--- config.mk ---
export PLATFORM = sky130hd
export DESIGN_NAME = cfmc_top
export DESIGN_NICKNAME = d
export VERILOG_FILES = /design/src/rtl/cfmc_top.v /design/src/rtl/cfmc_gap.v /design/src/rtl/cfmc_mode.v
export VERILOG_INCLUDE_DIRS = /design/src /design/src/rtl
export SDC_FILE = /design/constraint.sdc
export NUM_CORES = 1
export LEC_CHECK = 0
export BUFFER_PORTS_ARGS = -buffer_cell sky130_fd_sc_hd__clkbuf_2
export CAP_MARGIN = 20
export CORE_MARGIN = 5
export CORE_UTILIZATION = 50
export CTS_CLUSTER_SIZE = 16
export DETAILED_ROUTE_END_ITERATION = 10
export HOLD_SLACK_MARGIN = 0.02
export PLACE_DENSITY = 0.76
export SYNTH_ARGS = -nofsm -noshare
export SYNTH_HDL_FRONTEND = slang
export SYNTH_SLANG_ARGS = --single-unit
--- constraint.sdc ---
create_clock -name clk_sys -period 4.7 [get_ports clk_sys]
set_clock_uncertainty 0.1 [all_clocks]
set_input_delay 0.705 -clock clk_sys [delete_from_list [all_inputs] [get_ports clk_sys]]
set_output_delay 0.705 -clock clk_sys [all_outputs]
set_load 0.01 [all_outputs]
--- src/rtl/cfmc_regs.vh ---
`ifndef CFMC_REGS_VH
`define CFMC_REGS_VH

// Register byte offsets
`define CFMC_CAN1_CTRL_OFS   13'h0000
`define CFMC_CAN2_CTRL_OFS   13'h1000
`define CFMC_CAN2_NBT_OFS    13'h1010

// Control register fields
`define CFMC_GAP_HI          31
`define CFMC_GAP_LO          28
`define CFMC_ABORT_BIT       27
`define CFMC_REQ_HI          26
`define CFMC_REQ_LO          24
`define CFMC_STAT_HI         23
`define CFMC_STAT_LO         21
`define CFMC_TXQ_BIT         20
`define CFMC_TEF_BIT         19
`define CFMC_SERR_BIT        18
`define CFMC_ESI_BIT         17
`define CFMC_RETRY_BIT       16
`define CFMC_ON_BIT          15
`define CFMC_IDLE_STOP_BIT   13
`define CFMC_BRS_DIS_BIT     12
`define CFMC_BUSY_BIT        11
`define CFMC_WFT_HI          10
`define CFMC_WFT_LO          9
`define CFMC_WAKE_FILTER_ENABLE_BIT      8
`define CFMC_CLKSEL_BIT      7
`define CFMC_PXE_BIT         6
`define CFMC_ISOCRC_BIT      5
`define CFMC_DEVNET_BIT_COUNT_HI        4
`define CFMC_DEVNET_BIT_COUNT_LO        0

// Stored bits, configuration-locked bits, reset values
`define CFMC_CTRL_RW_MASK    32'hf71fb7ff
`define CFMC_CTRL_LOCK_MASK  32'h001f01e0
`define CFMC_CTRL_RESET      32'h04980760
`define CFMC_NBT_RW_MASK     32'hffff7f7f
`define CFMC_NBT_RESET       32'h003e0f0f

// Mode codes
`define CFMC_MODE_FD         3'h0
`define CFMC_MODE_DISABLE    3'h1
`define CFMC_MODE_INT_LOOP   3'h2
`define CFMC_MODE_LISTEN     3'h3
`define CFMC_MODE_CONFIG     3'h4
`define CFMC_MODE_EXT_LOOP   3'h5
`define CFMC_MODE_CLASSIC    3'h6
`define CFMC_MODE_RESTRICT   3'h7

// Transmit gap: largest code of the doubling range, saturated length
`define CFMC_GAP_LAST_POW    4'hb
`define CFMC_GAP_MAX_BITS    13'h1000

`endif

--- src/rtl/cfmc_top.v ---
// Function
// RULE_01: The transmit gap code inserts 0, 2..2048 doubling, or 4096 bit times between transmissions.
// RULE_02: Writing 1 to abort bit 27 tells all transmit buffers to abort; software cannot clear it.
// RULE_03: Hardware clears the abort bit only once no transmission is pending any more.
// RULE_04: Mode request codes 111..000 select restricted, classic, ext loop, config, listen, int loop, off, FD.
// RULE_05: Classic-only mode answers received FD frames with an error frame.
// RULE_06: Normal FD mode accepts and sends FD and classic frames mixed.
// RULE_07: Configuration-only fields change only while the status shows configuration mode.
// RULE_08: The second controller's control register resets to 0x04980760.
// RULE_09: The nominal bit-timing register resets to 0x003e0f0f.
// RULE_10: Registers are little-endian: byte lane 0 is the least significant byte.
// RULE_11: Read-only bits 23..21 report the mode actually in force, coded as the request.
// RULE_12: Restricted mode receives and acknowledges but sends no data, remote, error or overload frames.
// RULE_13: The busy bit reads 1 while the protocol engine is active.
// RULE_14: The mode status changes only once the switch is safely done at a bus-idle point.
// RULE_15: Reserved bits read as zero and ignore writes.
//
// Decided for this implementation: the Avalon-MM interface to the registers.
`timescale 1ns/10ps
`include "cfmc_regs.vh"

// Control registers of two CAN FD controllers; index 0 is the first
// controller, index 1 the second, which also owns the bit-timing register.
module cfmc_top #(
    parameter ADDR_W = 13,
    parameter NCH    = 2
) (
    input  wire              clk_sys,
    input  wire              rst,
    // Avalon-MM slave
    input  wire [ADDR_W-1:0] avs_address,
    input  wire              avs_read,
    input  wire              avs_write,
    input  wire [31:0]       avs_writedata,
    input  wire [3:0]        avs_byteenable,
    output reg  [31:0]       avs_readdata,
    output wire              avs_waitrequest,
    // Protocol engine side; inputs one bit per controller, outputs one field per controller except the bit-timing fields
    input  wire [NCH-1:0]    pe_active,
    input  wire [NCH-1:0]    pe_bus_idle,
    input  wire [NCH-1:0]    tx_pending,
    input  wire [NCH-1:0]    tx_done,
    input  wire [NCH-1:0]    bit_tick,
    output wire [NCH-1:0]    abort_all_tx,
    output wire [NCH-1:0]    tx_gap_hold,
    output wire [3*NCH-1:0]  mode_status,
    output wire [NCH-1:0]    module_on,
    output wire [NCH-1:0]    fd_rx_enable,
    output wire [NCH-1:0]    fd_tx_enable,
    output wire [NCH-1:0]    fd_rx_error,
    output wire [NCH-1:0]    tx_frames_enable,
    output wire [NCH-1:0]    error_frames_enable,
    output wire [NCH-1:0]    listen_only,
    output wire [NCH-1:0]    loopback_internal,
    output wire [NCH-1:0]    loopback_external,
    output wire [NCH-1:0]    tx_queue_enable,
    output wire [NCH-1:0]    tx_event_store_enable,
    output wire [NCH-1:0]    syserr_listen_select,
    output wire [NCH-1:0]    gateway_esi_select,
    output wire [NCH-1:0]    retry_limit_enable,
    output wire [NCH-1:0]    idle_stop,
    output wire [NCH-1:0]    rate_switch_disable,
    output wire [2*NCH-1:0]  wake_filter_time,
    output wire [NCH-1:0]    wake_filter_enable,
    output wire [NCH-1:0]    module_clock_select,
    output wire [NCH-1:0]    protocol_exception_disable,
    output wire [NCH-1:0]    iso_crc_enable,
    output wire [5*NCH-1:0]  devnet_bit_count,
    output wire [7:0]        tq_prescaler,
    output wire [7:0]        time_segment_one,
    output wire [6:0]        time_segment_two,
    output wire [6:0]        sync_jump_width
);
    reg  [31:0] ctrl_r      [0:NCH-1];
    reg  [NCH-1:0] abort_r;
    reg  [31:0] nbt_r;
    reg         ack_r;
    wire [2:0]  stat_w      [0:NCH-1];
    wire [31:0] ctrl_rd_w   [0:NCH-1];
    wire [31:0] nbt_rd_w;
    wire        req_w;
    wire        wr_go;
    wire [31:0] be_mask_w;
    reg  [31:0] rd_nxt;

    // Byte enables to a bit mask; lane 0 is bits 7..0
    function [31:0] lane_mask;
        input [3:0] be;
        begin
            lane_mask = {{8{be[3]}}, {8{be[2]}}, {8{be[1]}}, {8{be[0]}}}; // [RULE_10]
        end
    endfunction

    // Merge written lanes into the stored value, only where allowed
    function [31:0] merge;
        input [31:0] old;
        input [31:0] wd;
        input [31:0] lanes;
        input [31:0] allow;
        reg   [31:0] m;
        begin
            m = lanes & allow;
            merge = (old & ~m) | (wd & m);
        end
    endfunction

    // Address decode of each controller's control register
    function is_ctrl;
        input [ADDR_W-1:0] a;
        input integer      ch;
        begin
            if (ch == 0) begin
                is_ctrl = (a == `CFMC_CAN1_CTRL_OFS);
            end else begin
                is_ctrl = (a == `CFMC_CAN2_CTRL_OFS);
            end
        end
    endfunction

    // One wait state: the answer stands in the second cycle of a request
    assign req_w           = avs_read | avs_write;
    assign avs_waitrequest = req_w & ~ack_r;
    assign wr_go           = avs_write & ack_r;
    assign be_mask_w       = lane_mask(avs_byteenable);

    always @(posedge clk_sys) begin
        if (rst) begin
            ack_r <= 1'b0;
        end else begin
            ack_r <= req_w & ~ack_r;
        end
    end

    genvar gi;
    generate
        for (gi = 0; gi < NCH; gi = gi + 1) begin : g_ch
            wire       wr_sel;
            wire [31:0] allow;
            wire       in_cfg;

            assign wr_sel = wr_go & is_ctrl(avs_address, gi);
            assign in_cfg = (stat_w[gi] == `CFMC_MODE_CONFIG);
            // Locked fields join the writable set only in configuration mode
            assign allow  = in_cfg ? `CFMC_CTRL_RW_MASK
                                   : (`CFMC_CTRL_RW_MASK & ~`CFMC_CTRL_LOCK_MASK); // [RULE_07]

            // Stored control bits; status, busy and abort are not kept here
            always @(posedge clk_sys) begin
                if (rst) begin
                    ctrl_r[gi] <= `CFMC_CTRL_RESET & `CFMC_CTRL_RW_MASK; // [RULE_08]
                end else if (wr_sel) begin
                    ctrl_r[gi] <= merge(ctrl_r[gi], avs_writedata, be_mask_w, allow); // [RULE_15]
                end
            end

            // Software can only set abort; a set in the clearing cycle wins
            always @(posedge clk_sys) begin
                if (rst) begin
                    abort_r[gi] <= 1'b0;
                end else if (wr_sel && avs_byteenable[3] && avs_writedata[`CFMC_ABORT_BIT]) begin
                    abort_r[gi] <= 1'b1; // [RULE_02]
                end else if (!tx_pending[gi]) begin
                    abort_r[gi] <= 1'b0; // [RULE_03]
                end
            end

            cfmc_mode u_mode (
                .clk_sys       (clk_sys),
                .rst           (rst),
                .mode_request  (ctrl_r[gi][`CFMC_REQ_HI:`CFMC_REQ_LO]),
                .bus_idle      (pe_bus_idle[gi]),
                .mode_status_r (stat_w[gi])
            ); // [RULE_14]

            cfmc_gap u_gap (
                .clk_sys  (clk_sys),
                .rst      (rst),
                .gap_sel  (ctrl_r[gi][`CFMC_GAP_HI:`CFMC_GAP_LO]),
                .tx_done  (tx_done[gi]),
                .bit_tick (bit_tick[gi]),
                .gap_hold (tx_gap_hold[gi])
            ); // [RULE_01]

            // Read view: stored bits plus live abort, status and busy
            assign ctrl_rd_w[gi] = (ctrl_r[gi] & `CFMC_CTRL_RW_MASK)
                                 | ({31'h00000000, abort_r[gi]} << `CFMC_ABORT_BIT)
                                 | ({29'h00000000, stat_w[gi]} << `CFMC_STAT_LO) // [RULE_11]
                                 | ({31'h00000000, pe_active[gi]} << `CFMC_BUSY_BIT); // [RULE_13]

            assign abort_all_tx[gi] = abort_r[gi]; // [RULE_02]
            assign mode_status[3*gi+2:3*gi] = stat_w[gi];

            // Mode decode toward the protocol engine; follows the status,
            // never the request, so the engine only sees completed switches
            assign fd_rx_enable[gi]   = (stat_w[gi] != `CFMC_MODE_CLASSIC)
                                      & (stat_w[gi] != `CFMC_MODE_CONFIG)
                                      & (stat_w[gi] != `CFMC_MODE_DISABLE); // [RULE_06]
            assign fd_tx_enable[gi]   = (stat_w[gi] == `CFMC_MODE_FD)
                                      | (stat_w[gi] == `CFMC_MODE_INT_LOOP)
                                      | (stat_w[gi] == `CFMC_MODE_EXT_LOOP); // [RULE_06]
            assign fd_rx_error[gi]    = (stat_w[gi] == `CFMC_MODE_CLASSIC); // [RULE_05]
            assign tx_frames_enable[gi] = (stat_w[gi] == `CFMC_MODE_FD)
                                        | (stat_w[gi] == `CFMC_MODE_CLASSIC)
                                        | (stat_w[gi] == `CFMC_MODE_INT_LOOP)
                                        | (stat_w[gi] == `CFMC_MODE_EXT_LOOP); // [RULE_12] [RULE_04]
            assign error_frames_enable[gi] = tx_frames_enable[gi]; // [RULE_12]
            assign listen_only[gi]       = (stat_w[gi] == `CFMC_MODE_LISTEN); // [RULE_04]
            assign loopback_internal[gi] = (stat_w[gi] == `CFMC_MODE_INT_LOOP); // [RULE_04]
            assign loopback_external[gi] = (stat_w[gi] == `CFMC_MODE_EXT_LOOP); // [RULE_04]

            // Plain field taps
            assign module_on[gi]             = ctrl_r[gi][`CFMC_ON_BIT];
            assign tx_queue_enable[gi]       = ctrl_r[gi][`CFMC_TXQ_BIT];
            assign tx_event_store_enable[gi] = ctrl_r[gi][`CFMC_TEF_BIT];
            assign syserr_listen_select[gi]  = ctrl_r[gi][`CFMC_SERR_BIT];
            assign gateway_esi_select[gi]    = ctrl_r[gi][`CFMC_ESI_BIT];
            assign retry_limit_enable[gi]    = ctrl_r[gi][`CFMC_RETRY_BIT];
            assign idle_stop[gi]             = ctrl_r[gi][`CFMC_IDLE_STOP_BIT];
            assign rate_switch_disable[gi]   = ctrl_r[gi][`CFMC_BRS_DIS_BIT];
            assign wake_filter_time[2*gi+1:2*gi] = ctrl_r[gi][`CFMC_WFT_HI:`CFMC_WFT_LO];
            assign wake_filter_enable[gi]    = ctrl_r[gi][`CFMC_WAKE_FILTER_ENABLE_BIT];
            assign module_clock_select[gi]   = ctrl_r[gi][`CFMC_CLKSEL_BIT];
            assign protocol_exception_disable[gi] = ctrl_r[gi][`CFMC_PXE_BIT];
            assign iso_crc_enable[gi]        = ctrl_r[gi][`CFMC_ISOCRC_BIT];
            assign devnet_bit_count[5*gi+4:5*gi] = ctrl_r[gi][`CFMC_DEVNET_BIT_COUNT_HI:`CFMC_DEVNET_BIT_COUNT_LO];
        end
    endgenerate

    // Nominal bit timing of the second controller; bits 15 and 7 stay zero
    always @(posedge clk_sys) begin
        if (rst) begin
            nbt_r <= `CFMC_NBT_RESET; // [RULE_09]
        end else if (wr_go && avs_address == `CFMC_CAN2_NBT_OFS) begin
            nbt_r <= merge(nbt_r, avs_writedata, be_mask_w, `CFMC_NBT_RW_MASK); // [RULE_15] [RULE_10]
        end
    end

    assign nbt_rd_w         = nbt_r & `CFMC_NBT_RW_MASK;
    assign tq_prescaler     = nbt_r[31:24];
    assign time_segment_one = nbt_r[23:16];
    assign time_segment_two = nbt_r[14:8];
    assign sync_jump_width  = nbt_r[6:0];

    // Read mux; an unmapped address reads zero
    always @* begin
        if (avs_address == `CFMC_CAN1_CTRL_OFS) begin
            rd_nxt = ctrl_rd_w[0];
        end else if (avs_address == `CFMC_CAN2_CTRL_OFS) begin
            rd_nxt = ctrl_rd_w[NCH-1];
        end else if (avs_address == `CFMC_CAN2_NBT_OFS) begin
            rd_nxt = nbt_rd_w;
        end else begin
            rd_nxt = 32'h00000000;
        end
    end

    // Read data is captured in the first request cycle and held
    always @(posedge clk_sys) begin
        if (rst) begin
            avs_readdata <= 32'h00000000;
        end else if (avs_read && !ack_r) begin
            avs_readdata <= rd_nxt;
        end
    end
endmodule

--- src/rtl/cfmc_gap.v ---
`timescale 1ns/10ps
`include "cfmc_regs.vh"

// Counts the wait between two transmissions in arbitration bit times
module cfmc_gap (
    input  wire       clk_sys,
    input  wire       rst,
    input  wire [3:0] gap_sel,
    input  wire       tx_done,
    input  wire       bit_tick,
    output wire       gap_hold
);
    reg  [12:0] left_r;
    reg  [12:0] left_nxt;

    // Code to length: 0 none, 1..11 doubling from 2, 12..15 saturate
    function [12:0] gap_len;
        input [3:0] code;
        begin
            if (code == 4'h0) begin
                gap_len = 13'h0000;
            end else if (code > `CFMC_GAP_LAST_POW) begin
                gap_len = `CFMC_GAP_MAX_BITS;
            end else begin
                gap_len = 13'h0001 << code;
            end
        end
    endfunction

    // A finished frame reloads; each bit time counts one down
    always @* begin
        left_nxt = left_r;
        if (tx_done) begin
            left_nxt = gap_len(gap_sel); // [RULE_01]
        end else if (bit_tick && left_r != 13'h0000) begin
            left_nxt = left_r - 13'h0001;
        end
    end

    always @(posedge clk_sys) begin
        if (rst) begin
            left_r <= 13'h0000;
        end else begin
            left_r <= left_nxt;
        end
    end

    assign gap_hold = (left_r != 13'h0000); // [RULE_01]
endmodule

--- src/rtl/cfmc_mode.v ---
`timescale 1ns/10ps
`include "cfmc_regs.vh"

// Follows the requested mode, switching only at a bus-idle point
module cfmc_mode (
    input  wire       clk_sys,
    input  wire       rst,
    input  wire [2:0] mode_request,
    input  wire       bus_idle,
    output reg  [2:0] mode_status_r
);
    // Leaving a frame half sent would corrupt the bus, so wait for idle
    always @(posedge clk_sys) begin
        if (rst) begin
            mode_status_r <= `CFMC_MODE_CONFIG;
        end else if (bus_idle && mode_request != mode_status_r) begin
            mode_status_r <= mode_request; // [RULE_14] [RULE_11]
        end
    end
endmodule

; ---- Yosys cells after proc, flatten, opt, wreduce, memory -nomap -nowiden
; Memories as Yosys holds them, arrays and structs flattened.
; Index checks and enable logic that the tools add are counted.
; Widths: inputs -> output; s select.
[op_classes]
n_addsub = 2
magnitude_cmp = 2
eq_ne = 22
shift = 2
n_mux = 27
bitwise_logic = 42
n_reduce_logical = 20
[op_table]
columns = op, n
row1 = $and 32x32->32, 8
row2 = $mux 32, 5
row3 = $mux 13, 8
row4 = $not 32->32, 3
row5 = $or 32x32->32, 3
row6 = $or 32x12->32, 2
row7 = $or 32x24->32, 2
row8 = $or 32x28->32, 2
row9 = $mux 21, 2
row10 = $eq 13x13->1 const B, 2
row11 = $reduce_bool 13->1, 2
row12 = $shl 1x4->13 const A, 2
row13 = $sub 13x1->13 const B, 2
row14 = $eq 3x3->1 const B, 6
row15 = $logic_not 13->1, 1
row16 = $or 1x1->1, 13
row17 = $eq 3x2->1 const B, 4
row18 = $mux 1, 12
row19 = $ne 3x3->1 const B, 4
row20 = $logic_and 1x1->1, 10
row21 = $and 1x1->1, 8
row22 = $gt 4x4->1 const B, 2
row23 = $logic_not 4->1, 2
row24 = $logic_not 3->1, 2
row25 = 6 further kinds, 10
[totals]
register_bits = 99
ramBits = 64
inputBits = 63
output_inout_bits = 127
word_cells = 127
n_memories = 1
[mem_list]
columns = name, depth, width, rd, rd_clocked_by_memory_dff, write_ports, line
row1 = ctrl_r, 2, 32, 2, 0, 2, cfmc_top.v:74  ; reg [31:0] ctrl_r [0:NCH-1];

; ---- Depth between registers and ports, before layout
; Gate-level depths: netlist of run 1.
[logic_depth]
depth_word = 7
mapped_depth = 7
depth_no_buf = 7

; ---- Hierarchy
; From an unflattened synthesis of run 1, not the netlist that was laid out.
[hier_totals]
cells_unflattened = 901
area_unflattened_um2 = 7933.9
[by_module_without_submodules]
columns = module, n_inst, cells_each, area_each_um2
row1 = cfmc_top, 1, 649, 5759.3
row2 = cfmc_gap, 2, 117, 984.7
row3 = cfmc_mode, 2, 9, 102.6

; ---- Worst setup path before layout of run 1
; OpenSTA, ideal clock, no wires.
[synth_path]
path_type = in2reg
start = input avs_address[12]
end = memory ctrl_r[1][0] (enable)
setup_ns = 0.382
arrival_time_ns = 2.248
required_time_ns = 4.218
setup_slack_ns = 1.971
cell_stages = 4
n_path_buf = 3
cell_sequence = buf_1 clkbuf_1 buf_1 a21o_1
[synth_rtl]
columns = item, line
row1 = from (decl), cfmc_top.v:31  ; input wire [ADDR_W-1:0] avs_address,
row2 = to (decl), cfmc_top.v:74

; ---- Worst setup path in the final report of run 1
[layout_path]
start = register g_ch[0].u_gap.left_r[0]
end = output tx_gap_hold[0]
[layout_via]
elab_chain_cells = 1
[layout_lines]
columns = item, line
row1 = from (decl), cfmc_gap.v:13  ; reg [12:0] left_r;
row2 = from (signal assigned), cfmc_gap.v:44  ; left_r <= left_nxt;
row3 = $reduce_bool 13->1, cfmc_gap.v:48  ; assign gap_hold = (left_r != 13'h0000);
row4 = to (decl), cfmc_top.v:45  ; output wire [NCH-1:0] tx_gap_hold,
; No other way between the ends.

==> results of run 1 <==
-- metal layers --
metal  global-route usage [%]  routed length, µm  share of wire (%)
met5                        0                  0                  0
met4                    8.891                544                2.2
met3                    7.122               2315                9.5
met2                    41.76              11590                 48
met1                    33.90               9814                 40
-- metrics by stage --
stage	instances	utilization (%)	hold WS, ps	power, W
global route	1265	59.59	367.3	0.003626
CTS	1264	59.42	353.8	0.003481
floorplan	928	-	369.3	0.001949
finish	1265	59.59	353.0	0.003477
global placement	1232	55.63	335.0	0.002080
detailed placement	1232	55.63	340.3	0.002086
-- worst max path at each step --
stage                       startpoint        endpoint  slack [ps]  cells past startpoint
6_report       g_ch[0].u_gap.left_r[0]  tx_gap_hold[0]        1730                      5
5_1_grt        g_ch[1].u_gap.left_r[0]  tx_gap_hold[1]        1590                      6
4_1_cts        g_ch[0].u_gap.left_r[0]  tx_gap_hold[0]        1700                      5
3_5_place_dp            avs_address[9]   ctrl_r[1][25]        1560                      5
3_3_place_gp            avs_address[9]   ctrl_r[1][17]        1610                      5
2_1_floorplan          avs_address[12]    ctrl_r[1][0]        1970                      4
-- power by group through the flow --
stage | Sequential (W) | Combinational (W) | Clock, W
finish | 0.00145 | 0.000622 | 0.00140
global route | 0.00146 | 0.000688 | 0.00148
CTS | 0.00145 | 0.000614 | 0.00142
detailed placement | 0.00148 | 0.000608 | 0
global placement | 0.00148 | 0.000603 | 0
floorplan | 0.00144 | 0.000504 | 0
-- worst reg2reg max path, stage by stage (launching register included) --
cell and delay, ps:
dfxtp_1 350, inv_1 100, ha_1 210, nor4b_1 150, a41oi_1 830, o21ai_0 190, a2111oi_0 390
-- cells in the mapped netlist, drive strengths merged (3+ instances only) --
cell     instances
o21bai           4
inv             18
a41oi            4
nand4b           3
a21o             3
buf             54
and3             5
nor3            54
clkbuf          56
nand4            6
or3b             3
dfxtp           97
mux2i           48
nor4b            3
a32o             3
or4             10
a21oi           49
edfxtp          52
o32ai            3
a31o             3
nand3b           5
o31ai           34
and2             4
nand3           30
or3              4
nor4            18
o41ai            3
nand2          118
o21ai            6
nor3b            6
nor2b           11
a211oi           6
a2111oi          3
nand2b          68
a31oi            6
a22oi           29
nor2            69
ha               4
-- layout make-up --
cell class | instances | area, µm²
Clock buffer | 22 | 484.2
Sequential cell | 149 | 3503
Multi-Input combinational cell | 651 | 4011
Clock inverter | 10 | 120.1
Timing Repair Buffer | 199 | 1044
Inverter | 18 | 67.56
Tap cell | 216 | 270.3
Fill cell | 1403 | 6442
-- cell families after synthesis --
logic type	count (synthesis)
multiplexers	48
flip-flops	149
XOR/XNOR	2
buffers and inverters	128
AND/OR/NAND/NOR	423
adder cells (fa/ha/maj)	4
AO/OA/AOI/OAI	174
==> impl_results.md, run 1 <==
* Total setup buffers inserted after CTS at 0
* Synthesis-stage register bit count at 149
* Worst skew pair latency at 430 ps
* Slowest CP cell: or4_1
* IO buf count at 189
* Syn Area/Cell at 8.806 µm²
* Placed inst area at 8869 µm²
* Detailed Route WL at 24260 µm
* Wire per inst at 19.18 µm
* Arr. time, crit path at 2170 ps
* XOR/XNOR Fraction of Synth Area at 0.2144%
* Drt pass-1 iters at 7
* Die height at 137.8 µm
* Leading cell type in the layout, fill and taps excluded: clkbuf_2
* Internal at 0.002475 W
* Worst Hold Class: register to register
* Slew Viols, Final at 0
* Nets at 1103
* Crit path cell chain: inv_1 > ha_1 > or3b_2 > or4_1 > clkbuf_2
* Via/cell ratio at 5.966
* Syn nets at 995
* GRT Residual Overflow at 0
* Worst Path Buf+Inv at 2
* Largest family of logic cells by synthesized area: simple AND/OR/NAND/NOR gates
* CP Launch Type: register
* Synth top area share at 23.76%
* Post-synthesis compound-gate area fraction at 15.20%
* Num rows at 46
* Largest net degree at the start of global routing at 73
* Area grow syn2layout at 16.26%
* Mux share of post-synthesis cell area at 5.880%
* Crit path required time at 3890 ps
* Post-Syn Area at 8172 µm²
* Setup TNS at 0 ps
* Combinational power share at 17.9%
* Post-Synth Simple-Gate Area at 27.12%
* Hold depth at 2
* Post-detail-place hpwl at 16860 µm
* Max incr delay on CP at 520 ps
* Reg2Reg Depth at 6
* Most area-consuming cells after synthesis: dfxtp_1 24%, edfxtp_1 19%, mux2i_1 5.9%, nand2_1 5.4%, nand2b_1 5.2%
* Final period utilization at 63.25%
* DRT iter0 DRCs at 637
* Flop-to-flop setup slack at 2260 ps
* Clock share of power at 40.3%
* # DRC at 0
* Initial antenna violation count at 0
* Async SR Flop Fraction at 0%
* Placer Congestion at 0.9271
* Area leader, netlist: dfxtp_1
* Max-cap violations at 0
* H-tree Lvls at 4
* Clock root buffer: clkbuf_16
* Most frequent cells in the layout: 188 x clkbuf_2, 118 x nand2_1, 97 x dfxtp_1, 68 x nand2b_1, 68 x nor2_1
* Clk slew on worst S/H paths at 60 ps
* Sequential share of power at 41.8%
* Clock sinks at 149
* Die W at 137.8 µm
* Worst Tran Pin Value at 980.0 ps
* Setup crit end kind: primary output
* Status: completed
* Max_slew headroom at 33.80%
* First-pass GRT wire length at 38640 µm
* Layout cells sized above 1 at 23.93%
* Primary FF master, synth: dfxtp_1
* Top Ports at 190
* Initial Utilization at 51.26%
* Power per cell area at 365.9 nW/µm²
* R2R Path End: g_ch[1].u_gap.left_r[4]
* Setup slack after layout at 1727 ps
* Gate Count Post-Synth at 928
* F_max at 336.4 MHz
* VDD IR-drop max at 0.2596 mV
* Post-route cell area at 9500 µm²
* GR Util All Layers at 26.00%
* Final Critical Period at 2973 ps
* Core ar. at 15940 µm²
* Static Leakage at 3.633 nW
* # setup viols final at 0
* # diodes at 0
* Via count at 7547
* Die footprint at 19000 µm²
* Post-synthesis adder-cell area fraction at 0.6125%
* Reg-to-Reg Start: g_ch[1].u_gap.left_r[0]
* Switching Share at 28.81%
* HP Start: avs_readdata[4]
* CTS resizes at 0
* CTS tree: done
* CTS Buffer Depth at 2
* Delay-heaviest family, CP: simple AND/OR/NAND/NOR gates
* Final hold vios at 0
* Number of global-route vias before repair at 7290
* CP max FO at 4
* Synth warnings at 0
* Antenna Violating Nets Remaining at 0
* RSZ-0062 raised after global routing: false
* Hold EP: avs_readdata[4]
* CTS Buf Count at 17
* Unique cell type count in the Yosys netlist at 71
* Seq/Total Area, Yosys at 42.87%
* Switching power of the nets at 0.001002 W
* Kind of critical path: register to primary output
* DP Worst Slack at 1560 ps
* Hold_buf cts at 0
* Number of enable flip-flop cells after synthesis at 52
Note: power is estimated with default switching activity, not from simulation.
==> run 2, diff against run 1 <==
ABC_AREA = 1   (was unset)
clock period = 3 ns   (was 4.7 ns; I/O delays follow)
==> impl_results.md, run 2 <==
* Final hold vios at 0 (unchanged)
* CP Launch Type: register
* Gr busiest metal: met2
* F_max at 450.4 MHz
* Largest net degree at the start of global routing at 50 (-32%)
* Global-route met2 utilization at 40.51% (-1.2 points)
* Seq/Total Area, Yosys at 41.91% (-0.96 points)
* Final period utilization at 74.01%
* Wire per inst at 16.53 µm (-14%)
* Multi-input gate area at 3776 µm² (-5.9%)
* Slew Viols, Final at 0 (unchanged)
* Via/cell ratio at 5.458 (-8.5%)
* Area grow syn2layout at 17.48%
* Unique cell type count in the Yosys netlist at 30 (-58%)
* Flop-to-flop setup slack at 880 ps (-1380 ps)
* Number of global-route vias before repair at 7786 (+6.8%)
* CTS Buffer Depth at 2 (unchanged)
* Num rows at 47 (+2.2%)
* Async SR Flop Fraction at 0% (unchanged)
* Max_slew headroom at 45.77% (+12 points)
* # setup viols final at 0 (unchanged)
* # DRC at 0 (unchanged)
* Switching Share at 27.16% (-1.6 points)
* DRT iter0 DRCs at 836 (+31%)
* Total power at 0.005270 W (+52%)
* Sequential share of power at 42.2% (+0.4 points)
* Via count at 8541 (+13%)
* Internal at 0.003839 W (+55%)
* First-pass GRT wire length at 40940 µm (+5.9%)
* Most common library cells after synthesis: 295 x nand2_1, 158 x nor2_1, 132 x inv_1, 129 x nand3_1, 101 x a21oi_1
* Max-cap violations at 0 (unchanged)
* Placer Congestion at 0.9391 (+1.3%)
* Antenna Violating Nets Remaining at 0 (unchanged)
* Synth top area share at 23.23% (-0.53 points)
* Post-route cell area at 9821 µm² (+3.4%)
* Nets at 1398 (+27%)
* Most area-consuming cells after synthesis: dfxtp_1 23%, edfxtp_1 19%, nand2_1 13%, nand3_1 7.7%, nor2_1 7.1%
* Kind of critical path: register to primary output
* Setup slack after layout at 779.8 ps (-947.2 ps)
* Static Leakage at 4.746 nW (+31%)
* FILL cells at 1514 (+7.9%)
* CP max FO at 14 (+10)
* Syn nets at 1274 (+28%)
* Crit path required time at 2450 ps (-1440 ps)
* Layout cells sized above 1 at 19.05% (-4.9 points)
* Die height at 139.3 µm (+1.1%)
* Synthesis-stage register bit count at 149 (unchanged)
* IO buf count at 189 (unchanged)
* Most frequent cells in the layout: 295 x nand2_1, 189 x clkbuf_2, 155 x nor2_1, 132 x inv_1, 129 x nand3_1
* Power per cell area at 536.7 nW/µm² (+47%)
* Sequential cell area at 3503 µm² (unchanged)
* Switching power of the nets at 0.001432 W (+43%)
* Clock sinks at 149 (unchanged)
* Number of enable flip-flop cells after synthesis at 52 (unchanged)
* Placed inst area at 9169 µm² (+3.4%)
* Setup crit end kind: primary output
* Primary FF master, synth: dfxtp_1
* Drt pass-1 iters at 5 (-2)
* Core ar. at 16470 µm² (+3.3%)
* Post-detail-place hpwl at 18110 µm (+7.4%)
* Leading cell type in the layout, fill and taps excluded: nand2_1
* Hold_buf cts at 0 (unchanged)
* CTS Buf Count at 17 (unchanged)
* DP Worst Slack at 685.8 ps (-874.1 ps)
* Post-Syn Area at 8359 µm² (+2.3%)
* Die footprint at 19400 µm² (+2.1%)
* Gate Count Post-Synth at 1207 (+30%)
* Syn Area/Cell at 6.926 µm² (-21%)
* Area leader, netlist: dfxtp_1
* Clk slew on worst S/H paths at 60 ps (about the same)
* VDD IR-drop max at 0.4432 mV (+71%)
* CTS tree: done
* CTS resizes at 0 (unchanged)
* Initial antenna violation count at 1 (+1)
* RSZ-0062 raised after global routing: false
* Top Ports at 190 (unchanged)
* Clock share of power at 43.9% (+3.6 points)
* Core Util, Final at 59.64% (about the same)
* Detailed Route WL at 25880 µm (+6.7%)
* Worst skew pair latency at 430 ps (about the same)
* Total setup buffers inserted after CTS at 0 (unchanged)
* Initial Utilization at 50.77% (-0.49 points)
* Final Critical Period at 2220 ps
* Top-count cell post-synth: nand2_1
* Met1 usage at 35.10% (+1.2 points)
* Setup TNS at 0 ps (unchanged)
* Clock root buffer: clkbuf_16
* GRT Residual Overflow at 0 (unchanged)
* Status: completed
* Die W at 139.3 µm (+1.1%)
* H-tree Lvls at 4 (unchanged)
* Met3 Track Usage GR at 6.587% (-0.54 points)
* Combinational power share at 13.9% (-4.0 points)
* GR Util All Layers at 25.99% (about the same)
* Worst Tran Pin Value at 812.5 ps (-167.5 ps)
* Synth warnings at 0 (unchanged)
* Worst Hold Class: primary input to register
* Arr. time, crit path at 1670 ps (-500 ps)
run 2: changes by cell type in the layout (fill, tap and decap cells not counted), moves of 40 or more:
| cell | previous run | this run |
|---|---|---|
| a21oi_1 | 49 | 101 |
| nand2_1 | 118 | 295 |
| nand2b_1 | 68 | 0 |
| o211ai_1 | 2 | 42 |
| nor2_1 | 68 | 155 |
| mux2i_1 | 48 | 0 |
| nand3_1 | 30 | 129 |
| inv_1 | 18 | 132 |
run 2: cell families (layout without fill, tap and decap cells):
family          after synthesis  after routing  synth area share, %
fa+ha+maj                     4              4               0.5987
compound gates              193            193                13.02
simple gates                618            618                30.95
xor+xnor                      4              4               0.4192
flops                       149            149                41.91
other cells                   0              1                    0
buf+inv                     239            376                13.10
run 2: through the flow:
stage,hold slack [ps],std cells
6_report,131.6,1565
5_1_grt,138.9,1565
4_1_cts,125.5,1564
3_5_place_dp,354.9,1532
3_3_place_gp,350.7,1532
2_1_floorplan,349.2,1207
run 2: layout make-up:
type / instances / area share [%]
Timing Repair Buffer: 208 / 11.21
Sequential cell: 149 / 35.67
Clock buffer: 24 / 5.555
Clock inverter: 8 / 1.057
Antenna cell: 1 / 0.02548
Inverter: 136 / 5.224
Multi-Input combinational cell: 819 / 38.45
Tap cell: 220 / 2.803
run 2: routing by layer:
metal / vias to the layer above / routed length [µm]
li1: 4153 / -
met4: 0 / 806
met2: 446 / 11750
met5: - / 0
met1: 3879 / 10690
met3: 63 / 2636
run 2: final timing paths:
path                                   start                         endpoint  cells past startpoint
max          g_ch[0].u_mode.mode_status_r[2]                  fd_tx_enable[0]                      4
min                           pe_bus_idle[1]  g_ch[1].u_mode.mode_status_r[2]                      2
max reg2reg                            ack_r                         register                      5
min reg2reg                 avs_readdata[24]                 avs_readdata[24]                      2
run 2: worst max-delay path, cell delays in order, from the launching register on:
cell and delay, ps:
dfxtp_1 670, nand2_1 160, nor2_1 140, o21bai_1 120, clkbuf_2 150
run 2: power by group through the flow:
stage                     Sequential [W]  Clock [W]  Combinational (W)
after floorplan                  0.00224          0           0.000532
after global placement           0.00226          0           0.000710
after detailed placement         0.00226          0           0.000721
after CTS                        0.00222    0.00232           0.000726
after global routing             0.00223    0.00243           0.000823
final                            0.00222    0.00231           0.000734
